$ cat src/logic/rtcs_defines.vh
// Purpose: shared constants of the reset and start-up sequencer
// Assumes: included by its bare name from every design file
// Notes: counts derived from times are integer expressions
`ifndef RTCS_DEFINES_VH
`define RTCS_DEFINES_VH

// clock_source_select encodings
`define RTCS_MODE_XTAL_DIRECT   2'h0
`define RTCS_MODE_EXT_DIRECT    2'h1
`define RTCS_MODE_XTAL_PLL      2'h2
`define RTCS_MODE_EXT_PLL       2'h3

// register byte offsets
`define RTCS_ADDR_POWER_CONTROL_STATUS          8'h00
`define RTCS_ADDR_STATUS        8'h04
`define RTCS_ADDR_CTRL          8'h08
`define RTCS_ADDR_CAUSE         8'h0c

// field positions
`define RTCS_POWER_CONTROL_STATUS_BOR_BIT       0
`define RTCS_POWER_CONTROL_STATUS_POR_BIT       1
`define RTCS_STAT_RUN_BIT       0
`define RTCS_STAT_RESET_BIT     1
`define RTCS_STAT_PD_BIT        3
`define RTCS_STAT_TO_BIT        4
`define RTCS_CTRL_SLEEP_BIT     0
`define RTCS_CTRL_CLRWDT_BIT    1

// reset values
`define RTCS_TO_RST             1'h1
`define RTCS_PD_RST             1'h1
`define RTCS_POR_FLAG_RST       1'h0

// one-hot reset causes
`define RTCS_CAUSE_POR          5'h01
`define RTCS_CAUSE_MASTER_CLEAR_N_RUN     5'h02
`define RTCS_CAUSE_MASTER_CLEAR_N_SLEEP   5'h04
`define RTCS_CAUSE_WDT          5'h08
`define RTCS_CAUSE_BOR          5'h10

// timing
`define RTCS_CLK_PERIOD_NS      100
`define RTCS_POWER_UP_TIMER_DELAY_MS      72
`define RTCS_RC_TICK_MS         18
`define RTCS_POWER_UP_TIMER_TICKS         (`RTCS_POWER_UP_TIMER_DELAY_MS / `RTCS_RC_TICK_MS)
`define RTCS_PLL_LOCK_TICKS     2
`define RTCS_OST_CYCLES         1024
`define RTCS_MASTER_CLEAR_N_FILT_NS       300
`define RTCS_MASTER_CLEAR_N_FILT_CYCLES   ((`RTCS_MASTER_CLEAR_N_FILT_NS + `RTCS_CLK_PERIOD_NS - 1) / `RTCS_CLK_PERIOD_NS)

`endif

$ cat src/logic/rtcs_glitch_filter.v
// Purpose: master clear noise filter
// Assumes: din synchronous to clk
// Notes: output follows only after din stays steady for the full count
`timescale 1ns/1ns
`include "rtcs_defines.vh"
module rtcs_glitch_filter (
	// clock and reset
	input  wire clk,
	input  wire rst,
	// raw and filtered level
	input  wire din,
	output reg  dout
);

localparam [31:0] STABLE_N = `RTCS_MASTER_CLEAR_N_FILT_CYCLES;
localparam [3:0]  LAST     = STABLE_N[3:0] - 4'h1;

reg [3:0] cnt;

// a level that differs from dout must persist before it is taken
always @(posedge clk or posedge rst) begin
	if (rst) begin
		cnt  <= 4'h0;
		dout <= 1'h1;
	end else if (din == dout) begin
		cnt <= 4'h0;
	end else if (cnt == LAST) begin
		cnt  <= 4'h0;
		dout <= din;
	end else begin
		cnt <= cnt + 4'h1;
	end
end

endmodule

$ cat src/logic/rtcs_top.v
// Purpose: reset cause tracking, start-up timers and clock-out control
// Assumes: inputs synchronous to clk; rst is the power-on detector
// Notes: osc_in is sampled by clk, so it must stay well below clk/2
// How it works
// - crystal_direct waits 1024 osc_in periods
// - crystal_pll selects 4x pll clock
// - ext_clock_pll selects pll clock too
// - clock_out follows osc_in or osc_in/4
// - five reset causes recorded apart
// - unreset flags keep value on other resets
// - timeout and powerdown flags set per cause
// - master clear glitches are filtered out
// - watchdog reset never drives master clear
// - power-up timer holds reset 72 ms
// - oscillator timer follows power-up timer
// - oscillator timer only crystal, power-on, brown-out, wake
// - brown-out holds, then restarts cleared timer
// - brown-out detection cannot be disabled
// - enable_n high skips power-up delay after brown-out
// - leave reset after last timer, clear high
// - held clear released starts at once
// - brown-out flag cleared by brown-out
// - power-on flag cleared by power-on or a register write of 0
// - delay sums power-up, pll, oscillator terms
// - enable_n low enables power-up delay
// - two-bit field selects the clock mode
`timescale 1ns/1ns
`include "rtcs_defines.vh"
module rtcs_top (
	// clock and power-on reset
	input  wire       clk,
	input  wire       rst,
	// oscillator side
	input  wire       osc_in,
	input  wire       rc_tick,
	output reg        clock_out,
	output reg        clock_out_oe,
	// reset and wake sources
	input  wire       master_clear_n,
	input  wire       brownout_detect,
	input  wire       watchdog_timeout,
	input  wire       interrupt_wake,
	// configuration bits
	input  wire [1:0] clock_source_select,
	input  wire       power_up_timer_enable_n,
	// core side
	output reg        chip_reset,
	output reg        core_run,
	output reg        pll_enable,
	output reg        internal_clock_pll,
	// register port
	input  wire [7:0] reg_addr,
	input  wire [7:0] reg_wdata,
	input  wire       reg_wr,
	input  wire       reg_rd,
	output reg  [7:0] reg_rdata
);

localparam [7:0] S_HOLD  = 8'h01;
localparam [7:0] S_POWER_UP_TIMER  = 8'h02;
localparam [7:0] S_PLL   = 8'h04;
localparam [7:0] S_OST   = 8'h08;
localparam [7:0] S_MASTER_CLEAR_N  = 8'h10;
localparam [7:0] S_RUN   = 8'h20;
localparam [7:0] S_SLEEP = 8'h40;

localparam [1:0] STEP_START     = 2'h0;
localparam [1:0] STEP_AFTER_PWR = 2'h1;
localparam [1:0] STEP_AFTER_PLL = 2'h2;
localparam [1:0] STEP_AFTER_OST = 2'h3;

localparam [31:0] POWER_UP_TIMER_N = `RTCS_POWER_UP_TIMER_TICKS;
localparam [31:0] PLL_N  = `RTCS_PLL_LOCK_TICKS;
localparam [31:0] OST_N  = `RTCS_OST_CYCLES;
localparam [10:0] POWER_UP_TIMER_LAST = POWER_UP_TIMER_N[10:0] - 11'h1;
localparam [10:0] PLL_LAST  = PLL_N[10:0] - 11'h1;
localparam [10:0] OST_LAST  = OST_N[10:0] - 11'h1;

// picks the first timer still due after a given step
function [7:0] seq_next;
	input [1:0] step;
	input       power_up_timer_on;
	input [1:0] md;
	input       to_reset;
	reg   [7:0] s;
	begin
		if (step == STEP_START && power_up_timer_on)
			s = S_POWER_UP_TIMER;
		else if (step != STEP_AFTER_PLL && step != STEP_AFTER_OST &&
		    md[1])
			s = S_PLL;
		else if (step != STEP_AFTER_OST && !md[0])
			s = S_OST;
		else
			s = S_MASTER_CLEAR_N;
		if (s == S_MASTER_CLEAR_N && !to_reset)
			s = S_RUN;
		seq_next = s;
	end
endfunction

reg  [7:0] state;
reg  [10:0] cnt;
reg        seq_reset;
reg  [4:0] cause;
reg        to_n;
reg        pd_n;
reg        por_flag;
reg        bor_flag;
reg        osc_q;
reg        div_ph;
wire       master_clear_n_filt;

reg  [7:0] next_state;
reg  [10:0] next_cnt;
reg        next_seq_reset;
reg  [4:0] next_cause;
reg        next_to_n;
reg        next_pd_n;
reg  [7:0] rd_word;

wire osc_rise = osc_in & ~osc_q;
wire master_clear_n_low = ~master_clear_n_filt;
wire wr_power_control_status  = reg_wr && reg_addr == `RTCS_ADDR_POWER_CONTROL_STATUS;
wire wr_ctrl  = reg_wr && reg_addr == `RTCS_ADDR_CTRL;
wire sleep_cmd  = wr_ctrl && reg_wdata[`RTCS_CTRL_SLEEP_BIT];
wire clrwdt_cmd = wr_ctrl && reg_wdata[`RTCS_CTRL_CLRWDT_BIT];
wire power_up_timer_on  = ~power_up_timer_enable_n;
wire timing   = (state == S_PLL) || (state == S_OST);

rtcs_glitch_filter u_master_clear_n_filter (
	.clk  (clk),
	.rst  (rst),
	.din  (master_clear_n),
	.dout (master_clear_n_filt)
);

// sequencer: brown-out has no enable and overrides every state
always @* begin
	next_state     = state;
	next_cnt       = cnt;
	next_seq_reset = seq_reset;
	next_cause     = cause;
	next_to_n      = to_n;
	next_pd_n      = pd_n;
	if (brownout_detect) begin
		next_state     = S_HOLD;
		next_cnt       = 11'h0;
		next_seq_reset = 1'h1;
		next_cause     = `RTCS_CAUSE_BOR;
		next_to_n      = 1'h1;
		next_pd_n      = 1'h1;
	end else if (master_clear_n_low && !seq_reset && timing) begin
		// clear during a wake turns the wake into a reset
		next_seq_reset = 1'h1;
		next_cause     = `RTCS_CAUSE_MASTER_CLEAR_N_SLEEP;
		next_to_n      = 1'h1;
		next_pd_n      = 1'h0;
	end else begin
		case (state)
		S_HOLD: begin
			next_cnt   = 11'h0;
			next_state = seq_next(STEP_START, power_up_timer_on,
			    clock_source_select, 1'h1);
		end
		S_POWER_UP_TIMER: begin
			if (rc_tick) begin
				if (cnt == POWER_UP_TIMER_LAST) begin
					next_cnt   = 11'h0;
					next_state = seq_next(STEP_AFTER_PWR, power_up_timer_on,
					    clock_source_select, seq_reset);
				end else begin
					next_cnt = cnt + 11'h1;
				end
			end
		end
		S_PLL: begin
			if (rc_tick) begin
				if (cnt == PLL_LAST) begin
					next_cnt   = 11'h0;
					next_state = seq_next(STEP_AFTER_PLL, power_up_timer_on,
					    clock_source_select, seq_reset);
				end else begin
					next_cnt = cnt + 11'h1;
				end
			end
		end
		S_OST: begin
			if (osc_rise) begin
				if (cnt == OST_LAST) begin
					next_cnt   = 11'h0;
					next_state = seq_next(STEP_AFTER_OST, power_up_timer_on,
					    clock_source_select, seq_reset);
				end else begin
					next_cnt = cnt + 11'h1;
				end
			end
		end
		S_MASTER_CLEAR_N: begin
			// timers are done; only the pin holds reset now
			if (!master_clear_n_low) begin
				next_state     = S_RUN;
				next_seq_reset = 1'h0;
			end
		end
		S_RUN: begin
			if (master_clear_n_low) begin
				next_state     = S_MASTER_CLEAR_N;
				next_seq_reset = 1'h1;
				next_cause     = `RTCS_CAUSE_MASTER_CLEAR_N_RUN;
			end else if (watchdog_timeout) begin
				// internal reset only, the clear pin is input only
				next_state     = S_MASTER_CLEAR_N;
				next_seq_reset = 1'h1;
				next_cause     = `RTCS_CAUSE_WDT;
				next_to_n      = 1'h0;
				next_pd_n      = 1'h1;
			end else if (sleep_cmd) begin
				next_state = S_SLEEP;
				next_to_n  = 1'h1;
				next_pd_n  = 1'h0;
			end else if (clrwdt_cmd) begin
				next_to_n = 1'h1;
				next_pd_n = 1'h1;
			end
		end
		S_SLEEP: begin
			next_cnt = 11'h0;
			if (master_clear_n_low) begin
				next_seq_reset = 1'h1;
				next_cause     = `RTCS_CAUSE_MASTER_CLEAR_N_SLEEP;
				next_to_n      = 1'h1;
				next_pd_n      = 1'h0;
				next_state     = seq_next(STEP_AFTER_PWR, 1'h0,
				    clock_source_select, 1'h1);
			end else if (watchdog_timeout) begin
				next_seq_reset = 1'h0;
				next_to_n      = 1'h0;
				next_pd_n      = 1'h0;
				next_state     = seq_next(STEP_AFTER_PWR, 1'h0,
				    clock_source_select, 1'h0);
			end else if (interrupt_wake) begin
				next_seq_reset = 1'h0;
				next_to_n      = 1'h1;
				next_pd_n      = 1'h0;
				next_state     = seq_next(STEP_AFTER_PWR, 1'h0,
				    clock_source_select, 1'h0);
			end
		end
		default: begin
			next_state     = S_HOLD;
			next_cnt       = 11'h0;
			next_seq_reset = 1'h1;
		end
		endcase
	end
end

// rst is the power-on event itself
always @(posedge clk or posedge rst) begin
	if (rst) begin
		state     <= S_HOLD;
		cnt       <= 11'h0;
		seq_reset <= 1'h1;
		cause     <= `RTCS_CAUSE_POR;
		to_n      <= `RTCS_TO_RST;
		pd_n      <= `RTCS_PD_RST;
	end else begin
		state     <= next_state;
		cnt       <= next_cnt;
		seq_reset <= next_seq_reset;
		cause     <= next_cause;
		to_n      <= next_to_n;
		pd_n      <= next_pd_n;
	end
end

// outputs but pll_enable follow the next state so they line up with state
always @(posedge clk or posedge rst) begin
	if (rst) begin
		chip_reset         <= 1'h1;
		core_run           <= 1'h0;
		pll_enable         <= 1'h0;
		internal_clock_pll <= 1'h0;
	end else begin
		chip_reset <= (next_state == S_HOLD) ||
		    (next_state == S_MASTER_CLEAR_N) ||
		    (next_seq_reset && (next_state == S_POWER_UP_TIMER ||
		    next_state == S_PLL || next_state == S_OST));
		core_run   <= next_state == S_RUN;
		pll_enable <= clock_source_select[1];
		// pll output is used only once its lock time has passed
		internal_clock_pll <= clock_source_select[1] &&
		    next_state != S_HOLD && next_state != S_POWER_UP_TIMER &&
		    next_state != S_PLL;
	end
end

// power-on flag: the power-on event or a register write of 0 clears it
always @(posedge clk or posedge rst) begin
	if (rst)
		por_flag <= `RTCS_POR_FLAG_RST;
	else if (wr_power_control_status)
		por_flag <= reg_wdata[`RTCS_POWER_CONTROL_STATUS_POR_BIT];
end

// no reset: unknown after power-on, kept on other resets
always @(posedge clk) begin
	if (brownout_detect)
		bor_flag <= 1'h0;
	else if (wr_power_control_status)
		bor_flag <= reg_wdata[`RTCS_POWER_CONTROL_STATUS_BOR_BIT];
end

// clock out: direct in ext_clock_pll, quarter rate otherwise
always @(posedge clk or posedge rst) begin
	if (rst) begin
		osc_q        <= 1'h0;
		div_ph       <= 1'h0;
		clock_out    <= 1'h0;
		clock_out_oe <= 1'h0;
	end else begin
		osc_q        <= osc_in;
		clock_out_oe <= clock_source_select[0];
		if (clock_source_select == `RTCS_MODE_EXT_PLL) begin
			clock_out <= osc_in;
		end else if (osc_rise) begin
			div_ph <= ~div_ph;
			if (div_ph)
				clock_out <= ~clock_out;
		end
	end
end

// read mux; unmapped offsets read zero
always @* begin
	rd_word = 8'h00;
	case (reg_addr)
	`RTCS_ADDR_POWER_CONTROL_STATUS: begin
		rd_word[`RTCS_POWER_CONTROL_STATUS_POR_BIT] = por_flag;
		rd_word[`RTCS_POWER_CONTROL_STATUS_BOR_BIT] = bor_flag;
	end
	`RTCS_ADDR_STATUS: begin
		rd_word[`RTCS_STAT_TO_BIT]    = to_n;
		rd_word[`RTCS_STAT_PD_BIT]    = pd_n;
		rd_word[`RTCS_STAT_RESET_BIT] = chip_reset;
		rd_word[`RTCS_STAT_RUN_BIT]   = core_run;
	end
	`RTCS_ADDR_CAUSE: begin
		rd_word[4:0] = cause;
	end
	default: begin
		rd_word = 8'h00;
	end
	endcase
end

always @(posedge clk or posedge rst) begin
	if (rst)
		reg_rdata <= 8'h00;
	else if (reg_rd)
		reg_rdata <= rd_word;
	else
		reg_rdata <= 8'h00;
end

endmodule

$ cat config.mk
export PLATFORM = sky130hd
export DESIGN_NAME = rtcs_top
export DESIGN_NICKNAME = d
export VERILOG_FILES = /design/src/logic/rtcs_glitch_filter.v /design/src/logic/rtcs_top.v
export VERILOG_INCLUDE_DIRS = /design/src /design/src/logic
export SDC_FILE = /design/constraint.sdc
export NUM_CORES = 1
export LEC_CHECK = 0
export BUFFER_PORTS_ARGS = -buffer_cell sky130_fd_sc_hd__buf_2
export CAP_MARGIN = 5
export CORE_MARGIN = 4
export CORE_UTILIZATION = 40
export CTS_CLUSTER_SIZE = 16
export DETAILED_ROUTE_END_ITERATION = 7
export GPL_ROUTABILITY_DRIVEN = 0
export REMOVE_ABC_BUFFERS = 1
export SYNTH_ARGS = -nofsm -noshare
export SYNTH_HDL_FRONTEND = slang
export SYNTH_SLANG_ARGS = --single-unit
$ cat constraint.sdc
create_clock -name clk -period 5.39 [get_ports clk]
set_clock_uncertainty 0.15 [all_clocks]
set_input_delay 0.2695 -clock clk [delete_from_list [all_inputs] [get_ports clk]]
set_output_delay 0.2695 -clock clk [all_outputs]
set_load 0.01 [all_outputs]
Yosys cells after proc, flatten, opt, wreduce, memory -nomap -nowiden
Index checks and enable logic that the tools add are counted.
- output and inout bits: 14
- bits in read-only memories: 0
- memories: 0
- RAM bits: 0
- bits of input ports: 29
- register bits after elaboration: 50
- logic and storage cells: 201
- latch bits: 0
- order comparisons: 0
- reduce and logical (&&, ||, !) cells: 31
- $mul: 0
- add/subtract/negate cells: 2
- multiplexer cells: 102
- divide/modulo/power cells: 0
- bitwise operators: 7
- equal/unequal tests: 40
- shift-type cells: 0
- operator list (kind ; count):
    $mux 8 ; 48
    $mux 11 ; 8
    $eq 8x5->1 const B ; 7
    $pmux 8 s7 ; 1
    $pmux 11 s4 ; 1
    $mux 5 ; 7
    $eq 8x4->1 const B ; 4
    $mux 1 ; 29
    $eq 8x3->1 const B ; 3
    $eq 8x1->1 const B ; 2
    $eq 8x2->1 const B ; 2
    $eq 8x6->1 const B ; 2
    $logic_and 1x1->1 ; 13
    $ne 6x6->1 const B ; 2
    $add 11x1->11 const B ; 1
    $eq 11x1->1 const B ; 1
    $eq 11x10->1 const B ; 1
    $eq 11x2->1 const B ; 1
    $pmux 5 s2 ; 1
    $ne 3x3->1 const B ; 3
    $eq 8x7->1 const B ; 1
    $logic_not 8->1 ; 1
    $mux 4 ; 2
    $ne 8x1->1 const B ; 1
    other kinds (27) ; 40

Longest topological paths before layout
Gate-level depths: netlist (run 1).
- depth in word-level cells: 21
- depth in mapped cells: 9
- gate-level depth less buffers: 9

Cells and area by module
Synthesis (run 1) repeated with hierarchy kept, for this count alone.
- cells, all modules: 307
- area, all modules: 2772.7 µm²
- by module, submodules not included (module ; area each (µm²) ; seq. area each (µm²) ; cells each ; times used):
    rtcs_top ; 2542.4 ; 1053.5 ; 287 ; 1
    rtcs_glitch_filter ; 230.2 ; 126.4 ; 20 ; 1

Worst setup path after synthesis (run 1)
OpenSTA, ideal clock, no wires.
- kind: flip-flop to flip-flop
- start: reg cnt[0]
- end: reg chip_reset
- data required time: 5.146 ns
- stages on the path, launching flop included: 9
- clock period less this slack: 2.298 ns
- setup time: 0.094 ns
- slack: 3.092 ns
- arrival time: 2.053 ns
- path buffers: 0
- cells stage by stage: dfrtp_1 > ha_1 > nor4b_1 > nand4_1 > o32a_1 > o21ai_2 > a32o_2 > and3b_1 > o311ai_2
- longest elaborated chain between the ends: 11
- elaborated cells on any way between the ends: 22
- classes of those cells: eq/ne: 8; mux: 9; reduce/logical: 5
- RTL lines (what ; RTL line ; source):
    from (decl) ; rtcs_top.v:103 ; reg [10:0] cnt;
    from (signal assigned) ; rtcs_top.v:270 ; cnt <= next_cnt;
    $eq 11x10->1 (tied with other cells) ; rtcs_top.v:190 ; if (cnt == OST_LAST) begin
    $mux 8, on equally long branches ; rtcs_top.v:190, rtcs_top.v:168, rtcs_top.v:179 ;
    $mux 8, on equally long branches ; rtcs_top.v:189, rtcs_top.v:167, rtcs_top.v:178 ;
    $pmux 8 s7 * ; rtcs_top.v:160 ; case (state)
    $mux 8 * ; rtcs_top.v:153 ; end else if (master_clear_n_low && !seq_reset && timing) begin
    $mux 8 * ; rtcs_top.v:146 ; if (brownout_detect) begin
    $eq 8x2->1 / $eq 8x3->1 (equally long branches) ; rtcs_top.v:288, rtcs_top.v:289 ;
    $logic_or 1x1->1 ; rtcs_top.v:288 ; (next_seq_reset && (next_state == S_POWER_UP_TIMER ||
    $logic_or 1x1->1 ; rtcs_top.v:289 ; next_state == S_PLL || next_state == S_OST));
    $logic_and 1x1->1 ; rtcs_top.v:288 ;
    $logic_or 1x1->1 * ; rtcs_top.v:287 ; (next_state == S_MASTER_CLEAR_N) ||
    to (signal assigned) ; rtcs_top.v:286 ; chip_reset <= (next_state == S_HOLD) ||
    to (decl) ; rtcs_top.v:47 ; output reg chip_reset,
Every way passes the cells marked *; elsewhere a longest branch is shown, timed or not.
A chain may end at the register's enable or synchronous reset.

Worst setup path in the final report (run 1)
- start: reg state[6]
- end: reg cnt[7]
- longest elaborated chain between the ends: 5
- elaborated cells on any way between the ends: 17
- classes of those cells: eq/ne: 10; mux: 3; reduce/logical: 4
- RTL lines (what ; RTL line ; source):
    from (decl) ; rtcs_top.v:102 ; reg [7:0] state;
    from (signal assigned) ; rtcs_top.v:269 ; state <= next_state;
    $eq 8x6->1 (tied with other cells) ; rtcs_top.v:160 ;
    $reduce_or 2->1 (no line) / $logic_or 1x1->1 (equally long branches) ; - ;
    $pmux 11 s4 / $logic_and 1x1->1 (equally long branches) ; rtcs_top.v:160, rtcs_top.v:153 ;
    $mux 11 / $ne 2x2->1 (equally long branches) ; - ;
    $mux 11 / $reduce_and 5->1 (equally long branches) ; - ;
Parallel ways exist; a longest one is shown, timed or not. The select of a mux whose other input is x is not followed.

==> key figures, run 1 <==
Worst setup path
  • Reg2reg path depth: 7
  • Largest stage delay, worst path: 560 ps
  • Delay-heaviest family, CP: simple AND/OR/NAND/NOR gates
  • CP bufs+invs: 1
  • Critical path endpoint category: register
  • CP max-delay cell: a41oi_2
  • Reg2reg setup slack: 2370 ps
  • WS Path Type: reg2reg
  • Worst path cell trace: nor4_4 > and4_1 > inv_1 > a41oi_2 > or2_1 > nand2b_4 > o21ai_2
  • Worst Path Max Fanout: 15
  • Worst R2R End: cnt[7]
  • Critical Path RT: 5430 ps
  • Critical Path AT: 3060 ps
  • Crit path launch type: register
  • Worst R2R Start: state[6]

Synth
  • Leading area contributor after synthesis: dfrtp_1
  • Synth top area share: 34.8%
  • Mapped Cells: 296
  • Synthesized cell area: 0.00281 sq mm
  • Sequential-to-total area share from yosys stat: 42.1%
  • Flops & latches, synth: 47
  • Syn avg cell area: 9.48 sq um
  • Ys async rst share: 97.9%
  • Count leader, synth: nor2_1
  • Yosys warns: 0
  • Synth top area cells: dfrtp_1, dfstp_2, nor2_1, nand2_1, o21ai_0
  • Post-synth EDFFs: 0
  • Unique masters post-synth: 72
  • Leading post-synthesis cells by instance count: nor2_1, dfrtp_1, nand2_1
  • Dominant synthesized flop cell: dfrtp_1

Global routing
  • Initial antenna violation count: 0
  • Largest net degree at the start of global routing: 47
  • Total congestion overflow: 0
  • First-pass GRT wire length: 10.6 mm
  • Vias in the first global route: 2,188
  • GRT Resource Usage Total: 15.4%

Die
  • Die width: 91.7 um
  • Initial core utilization: 41.3%
  • Rows: 30
  • Vert. Die Dim: 91.7 um
  • Number of I/O pins: 43
  • Core area: 0.00679 sq mm
  • Die Area: 0.00842 sq mm

Timing
  • Setup violators final: 0
  • Worst-margin pin slew: 966 ps
  • Max Clock Freq: 0.331 GHz
  • RSZ-0062 raised after global routing: no
  • Part of the cycle the worst path needs: 56.0%
  • Count of pins over their slew limit: 0
  • Fin. Hold Viols: 0
  • Final TNS setup: 0 ps
  • Period minus WS final: 3020 ps
  • Worst slew margin: 35.5%
  • Fin Hold WS: 30.8 ps

Clock network
  • CTS tree: built
  • Clk root buf: clkbuf_8
  • Clock buffer count from CTS: 5
  • CTS Buffer Depth: 2
  • Sink Count: 47
  • Clk_lat worst skew: 300 ps
  • Worst-path clk slew: 90 ps
  • Cells resized by post-CTS repair: 0
  • H-tree level count: 2

Finish
  • Nets@finish: 362
  • Post-route cell area: 0.00314 sq mm
  • Area delta synth->final: 12.0%
  • Diode count: 0
  • Fillers: 663
  • Area of the multi-input gates: 0.00154 sq mm
  • Seq. cell area: 0.00118 sq mm
  • Share of cells above drive strength 1: 23.0%
  • Final cell count without fillers: 426
  • Final core area utilization: 46.2%

Place
  • Placed cell area: 0.00303 sq mm
  • Final HPWL DP: 4.56 mm
  • Placed Cells: 416
  • Buffers added on ports: 33

Drt
  • DR pass1 iterations: 4
  • DR WL/cell: 14.7 um
  • Total wire length: 6.27 mm
  • Vias per inst: 5.46
  • # DRC: 0
  • Initial DRC Count: 184
  • DR vias: 2,324
  • Antenna viol nets, final: 0

Worst hold path
  • Hold WC Path Type: in2async

Power
  • Max VDD drop: 107 uV
  • Pwr dens: 241 mW/mm^2
  • Leak: 1.37 nW

Outcome
  • Status: complete, no violations

Run
  • Max Cap Violations: 0
-- layout make-up --
cell class                 count  area share [%]
inverter                       9            1.08
clock inverter                 2           0.438
multi-input combinational    231            48.9
timing repair buffer          35            5.90
clock buffer                   6            2.31
tap                           96            3.82
sequential                    47            37.6
-- layout by cell type, fill, tap and decap left out, types with 3 or more instances in the layout --
cell	instances
conb_1	4
o31ai_2	3
dfstp_2	7
and2_1	4
nor4_1	3
o21ai_1	11
nand2b_1	6
a21o_1	3
clkbuf_8	5
o21ai_2	3
nor3_1	3
buf_2	33
mux2i_1	3
o21ai_0	12
or3_1	4
nand3b_1	3
a22oi_1	4
dfrtp_1	39
and4_1	3
o31ai_1	3
nand2_1	20
ha_1	4
nor4b_1	3
xor2_1	4
inv_1	8
nand4_1	8
nor2b_1	5
o211ai_1	4
nor2_1	40
a21oi_1	8
and3_1	6
nand3_1	9
mux2_2	4
-- flip-flops by register name, indices dropped and copies added, names as in the netlist, 4 cells and up --
signal,flops
u_master_clear_n_filter.cnt,4
cause,5
state,8
reg_rdata,5
cnt,11
-- repair_timing --
action                    CTS  global route
hold endpoints to repair    2             0
hold buffers                2             0
setup buffers               0             0
-- cell families after synthesis --
logic type	synth area share [%]
simple gates	28.9
buf+inv	3.61
fa+ha+maj	1.78
flops	42.1
compound gates	18.8
xor+xnor	1.56
other cells	0.134
mux	3.08
-- metrics by stage --
step / worst slack (ps) / total power, mW
after floorplan: 2890 / 0.497
after detailed placement: 2380 / 0.543
final: 2370 / 0.756
after global placement: 2390 / 0.541
after CTS: 2340 / 0.763
after global routing: 2150 / 0.803
-- per-layer routing --
metal | vias up | global-route usage (%) | part of all wire [%]
met5 | - | 0 | 0
met4 | 0 | 3.59 | 0.91
met3 | 6 | 3.04 | 6.4
met2 | 66 | 23.9 | 45
met1 | 1096 | 22.1 | 48
li1 | 1156 | - | -
-- where the power goes --
| group | internal [mW] | total [mW] | switching (mW) |
|---|---|---|---|
| logic | 0.0499 | 0.118 | 0.0683 |
| registers | 0.385 | 0.418 | 0.0332 |
| clock network | 0.0920 | 0.220 | 0.128 |
-- how the worst max path moves through the flow --
stage,depth (start not counted),slack [ps],endpoint,startpoint
floorplan,7,2890,cnt[7],state[3]
global placement,7,2390,cnt[7],state[6]
detailed placement,7,2380,cnt[7],state[6]
CTS,7,2340,cnt[7],state[6]
global route,7,2150,cnt[5],state[6]
finish,7,2370,cnt[7],state[6]
No activity file was read; power rests on OpenSTA's default activity.
==> inputs of run 2 (changes only) <==
==> constraint.sdc (replaced) <==
create_clock -name clk -period 3.15 [get_ports clk]
set_clock_uncertainty 0.15 [all_clocks]
set_input_delay 0.1575 -clock clk [delete_from_list [all_inputs] [get_ports clk]]
set_output_delay 0.1575 -clock clk [all_outputs]
set_load 0.01 [all_outputs]
==> run 2 against run 1 <==
Maximum frequency increased by 13%. Total power increased by 84%. Utilization increased by 1.8 points. Cell area increased by 3.9%. Via count increased by 0.52%. Clock power increased by 110%. Routed wire length increased by 2.6%. Global-route usage increased by 0.52 points. Combinational power increased by 79%. Register-to-register slack got worse by 1900 ps. Highest routed layer unchanged.
==> key figures, run 2 (same netlist as run 1, synthesis figures left out) <==
Drt
  • Total wire length: 6.43 mm
  • DR vias: 2,336
  • Initial DRC Count: 165
  • # DRC: 0
  • DR pass1 iterations: 4
  • Vias per inst: 5.36
  • DR WL/cell: 14.7 um
  • Antenna viol nets, final: 0

Finish
  • Commonest non-fill, non-tap cell in the layout: nor2_1
  • Area delta synth->final: 16.4%
  • Nets@finish: 372
  • Largest register FFs: 11
  • Diode count: 0
  • Most frequent cells in the layout: nor2_1, dfrtp_1, buf_2, nand2_1, o21ai_0
  • Largest regs: cnt x11, state x8
  • Fillers: 676
  • Most flops, register: cnt
  • Share of cells above drive strength 1: 23.2%

Clock network
  • Worst-path clk slew: 90 ps
  • Clock buffer count from CTS: 5
  • H-tree level count: 2
  • Sink Count: 47
  • CTS Buffer Depth: 2
  • Cells resized by post-CTS repair: 0
  • Clk_lat worst skew: 310 ps
  • Clk root buf: clkbuf_8
  • CTS tree: built

Run
  • Max Cap Violations: 0

Worst setup path
  • Critical Path AT: 2740 ps
  • CP bufs+invs: 0
  • Worst R2R Start: cnt[0]
  • Worst path cell trace: ha_1 > nor4b_1 > nand4_1 > o32a_1 > o21ai_2 > a32o_2 > and3b_1 > o311ai_2
  • Reg2reg setup slack: 490 ps
  • Reg2reg path depth: 8
  • Crit path launch: cnt[0]
  • Critical Path RT: 3220 ps
  • Worst R2R End: chip_reset
  • WS Path Type: reg2reg
  • Largest stage delay, worst path: 440 ps
  • Worst Path Max Fanout: 7
  • Crit path launch type: register
  • CP max-delay cell: dfrtp_1
  • Delay-heaviest family, CP: compound AO/OA/AOI/OAI gates
  • Critical path endpoint category: register
  • Critical Path Stages: 8

Power
  • Max VDD drop: 164 uV
  • Share of power burned in combinational logic: 15.2%
  • Pwr dens: 426 mW/mm^2
  • Leak: 1.42 nW
  • Flop pwr share: 51.3%
  • Int Power: 0.991 mW
  • Switching Share: 28.8%
  • Clock power share: 33.5%
  • Switch Pwr: 0.401 mW

Timing
  • RSZ-0062 raised after global routing: no
  • Fin Hold WS: 5.35 ps
  • Worst slew margin: 36.2%
  • Fin. Hold Viols: 0
  • Part of the cycle the worst path needs: 84.5%
  • Period minus WS final: 2660 ps
  • Final TNS setup: 0 ps
  • Max Clock Freq: 0.376 GHz
  • Count of pins over their slew limit: 0
  • Worst-margin pin slew: 955 ps
  • Setup violators final: 0

Global routing
  • First-pass GRT wire length: 10.8 mm
  • Initial antenna violation count: 0
  • Largest net degree at the start of global routing: 47
  • Vias in the first global route: 2,279
  • GRT Resource Usage Total: 15.9%
  • Total congestion overflow: 0

Die
  • Number of I/O pins: 43
  • Die width: 91.7 um
  • Rows: 30
  • Core area: 0.00679 sq mm
  • Vert. Die Dim: 91.7 um
  • Initial core utilization: 41.3%
  • Die Area: 0.00842 sq mm

Place
  • Buffers added on ports: 33
  • Final HPWL DP: 4.62 mm

Worst hold path
  • Hold Path End: reg_rdata[0]
  • Worst hold start: reg_addr[6]
  • Hold WC Path Type: in2reg
  • Hold Path Depth: 4

Outcome
  • Status: complete, no violations
[run 2: what timing repair did]
item	CTS	global route
hold endpoints to repair	49	0
setup buffers	0	0
hold buffers	10	0
[run 2: per-layer routing]
layer | track usage, % | share of wire [%] | up-vias
met5 | 0 | 0 | -
met1 | 21.7 | 49 | 1112
met4 | 6.06 | 1.2 | 0
li1 | - | - | 1167
met3 | 3.04 | 4.8 | 7
met2 | 25.0 | 45 | 50
[run 2: power by group through the flow]
| stage | sequential, mW | combinational [mW] | clock (mW) |
|---|---|---|---|
| after floorplan | 0.714 | 0.137 | 0 |
| after global placement | 0.726 | 0.200 | 0 |
| after detailed placement | 0.726 | 0.203 | 0 |
| after CTS | 0.715 | 0.213 | 0.483 |
| after global routing | 0.725 | 0.246 | 0.508 |
| final | 0.714 | 0.211 | 0.466 |
[run 2: final cells by class]
cell class	count	area, sq um	area share [%]
clock inverter	3	46.3	1.42
sequential	47	1180	36.1
tap	96	120	3.68
timing repair buffer	45	280	8.59
clock buffer	5	68.8	2.11
inverter	9	33.8	1.03
multi-input combinational	231	1540	47.0
[run 2: how the worst max path moves through the flow]
| stage | end | slack (ps) |
|---|---|---|
| finish | chip_reset | 490 |
| CTS | chip_reset | 470 |
| detailed placement | chip_reset | 490 |
| global route | chip_reset | 280 |
| floorplan | cnt[7] | 650 |
| global placement | chip_reset | 550 |
[run 2: stage by stage]
step	util [%]	setup WS, ps	total power [mW]	std cells	area, sq um
2_1_floorplan	-	650	0.850	287	2750
3_3_place_gp	44.9	548	0.926	418	3050
3_5_place_dp	44.9	488	0.930	418	3050
4_1_cts	48.0	465	1.41	436	3260
5_1_grt	48.0	275	1.48	436	3260
6_report	48.0	488	1.39	436	3260
[run 2: worst register-to-register path, delay by kind of cell, from the launching register on]
| kind | cells | cell delay [ps] |
|---|---|---|
| AND/OR/NAND/NOR | 3 | 750 |
| AO/OA/AOI/OAI | 4 | 890 |
| flip-flops | 1 | 440 |
| adder cells (fa/ha/maj) | 1 | 330 |
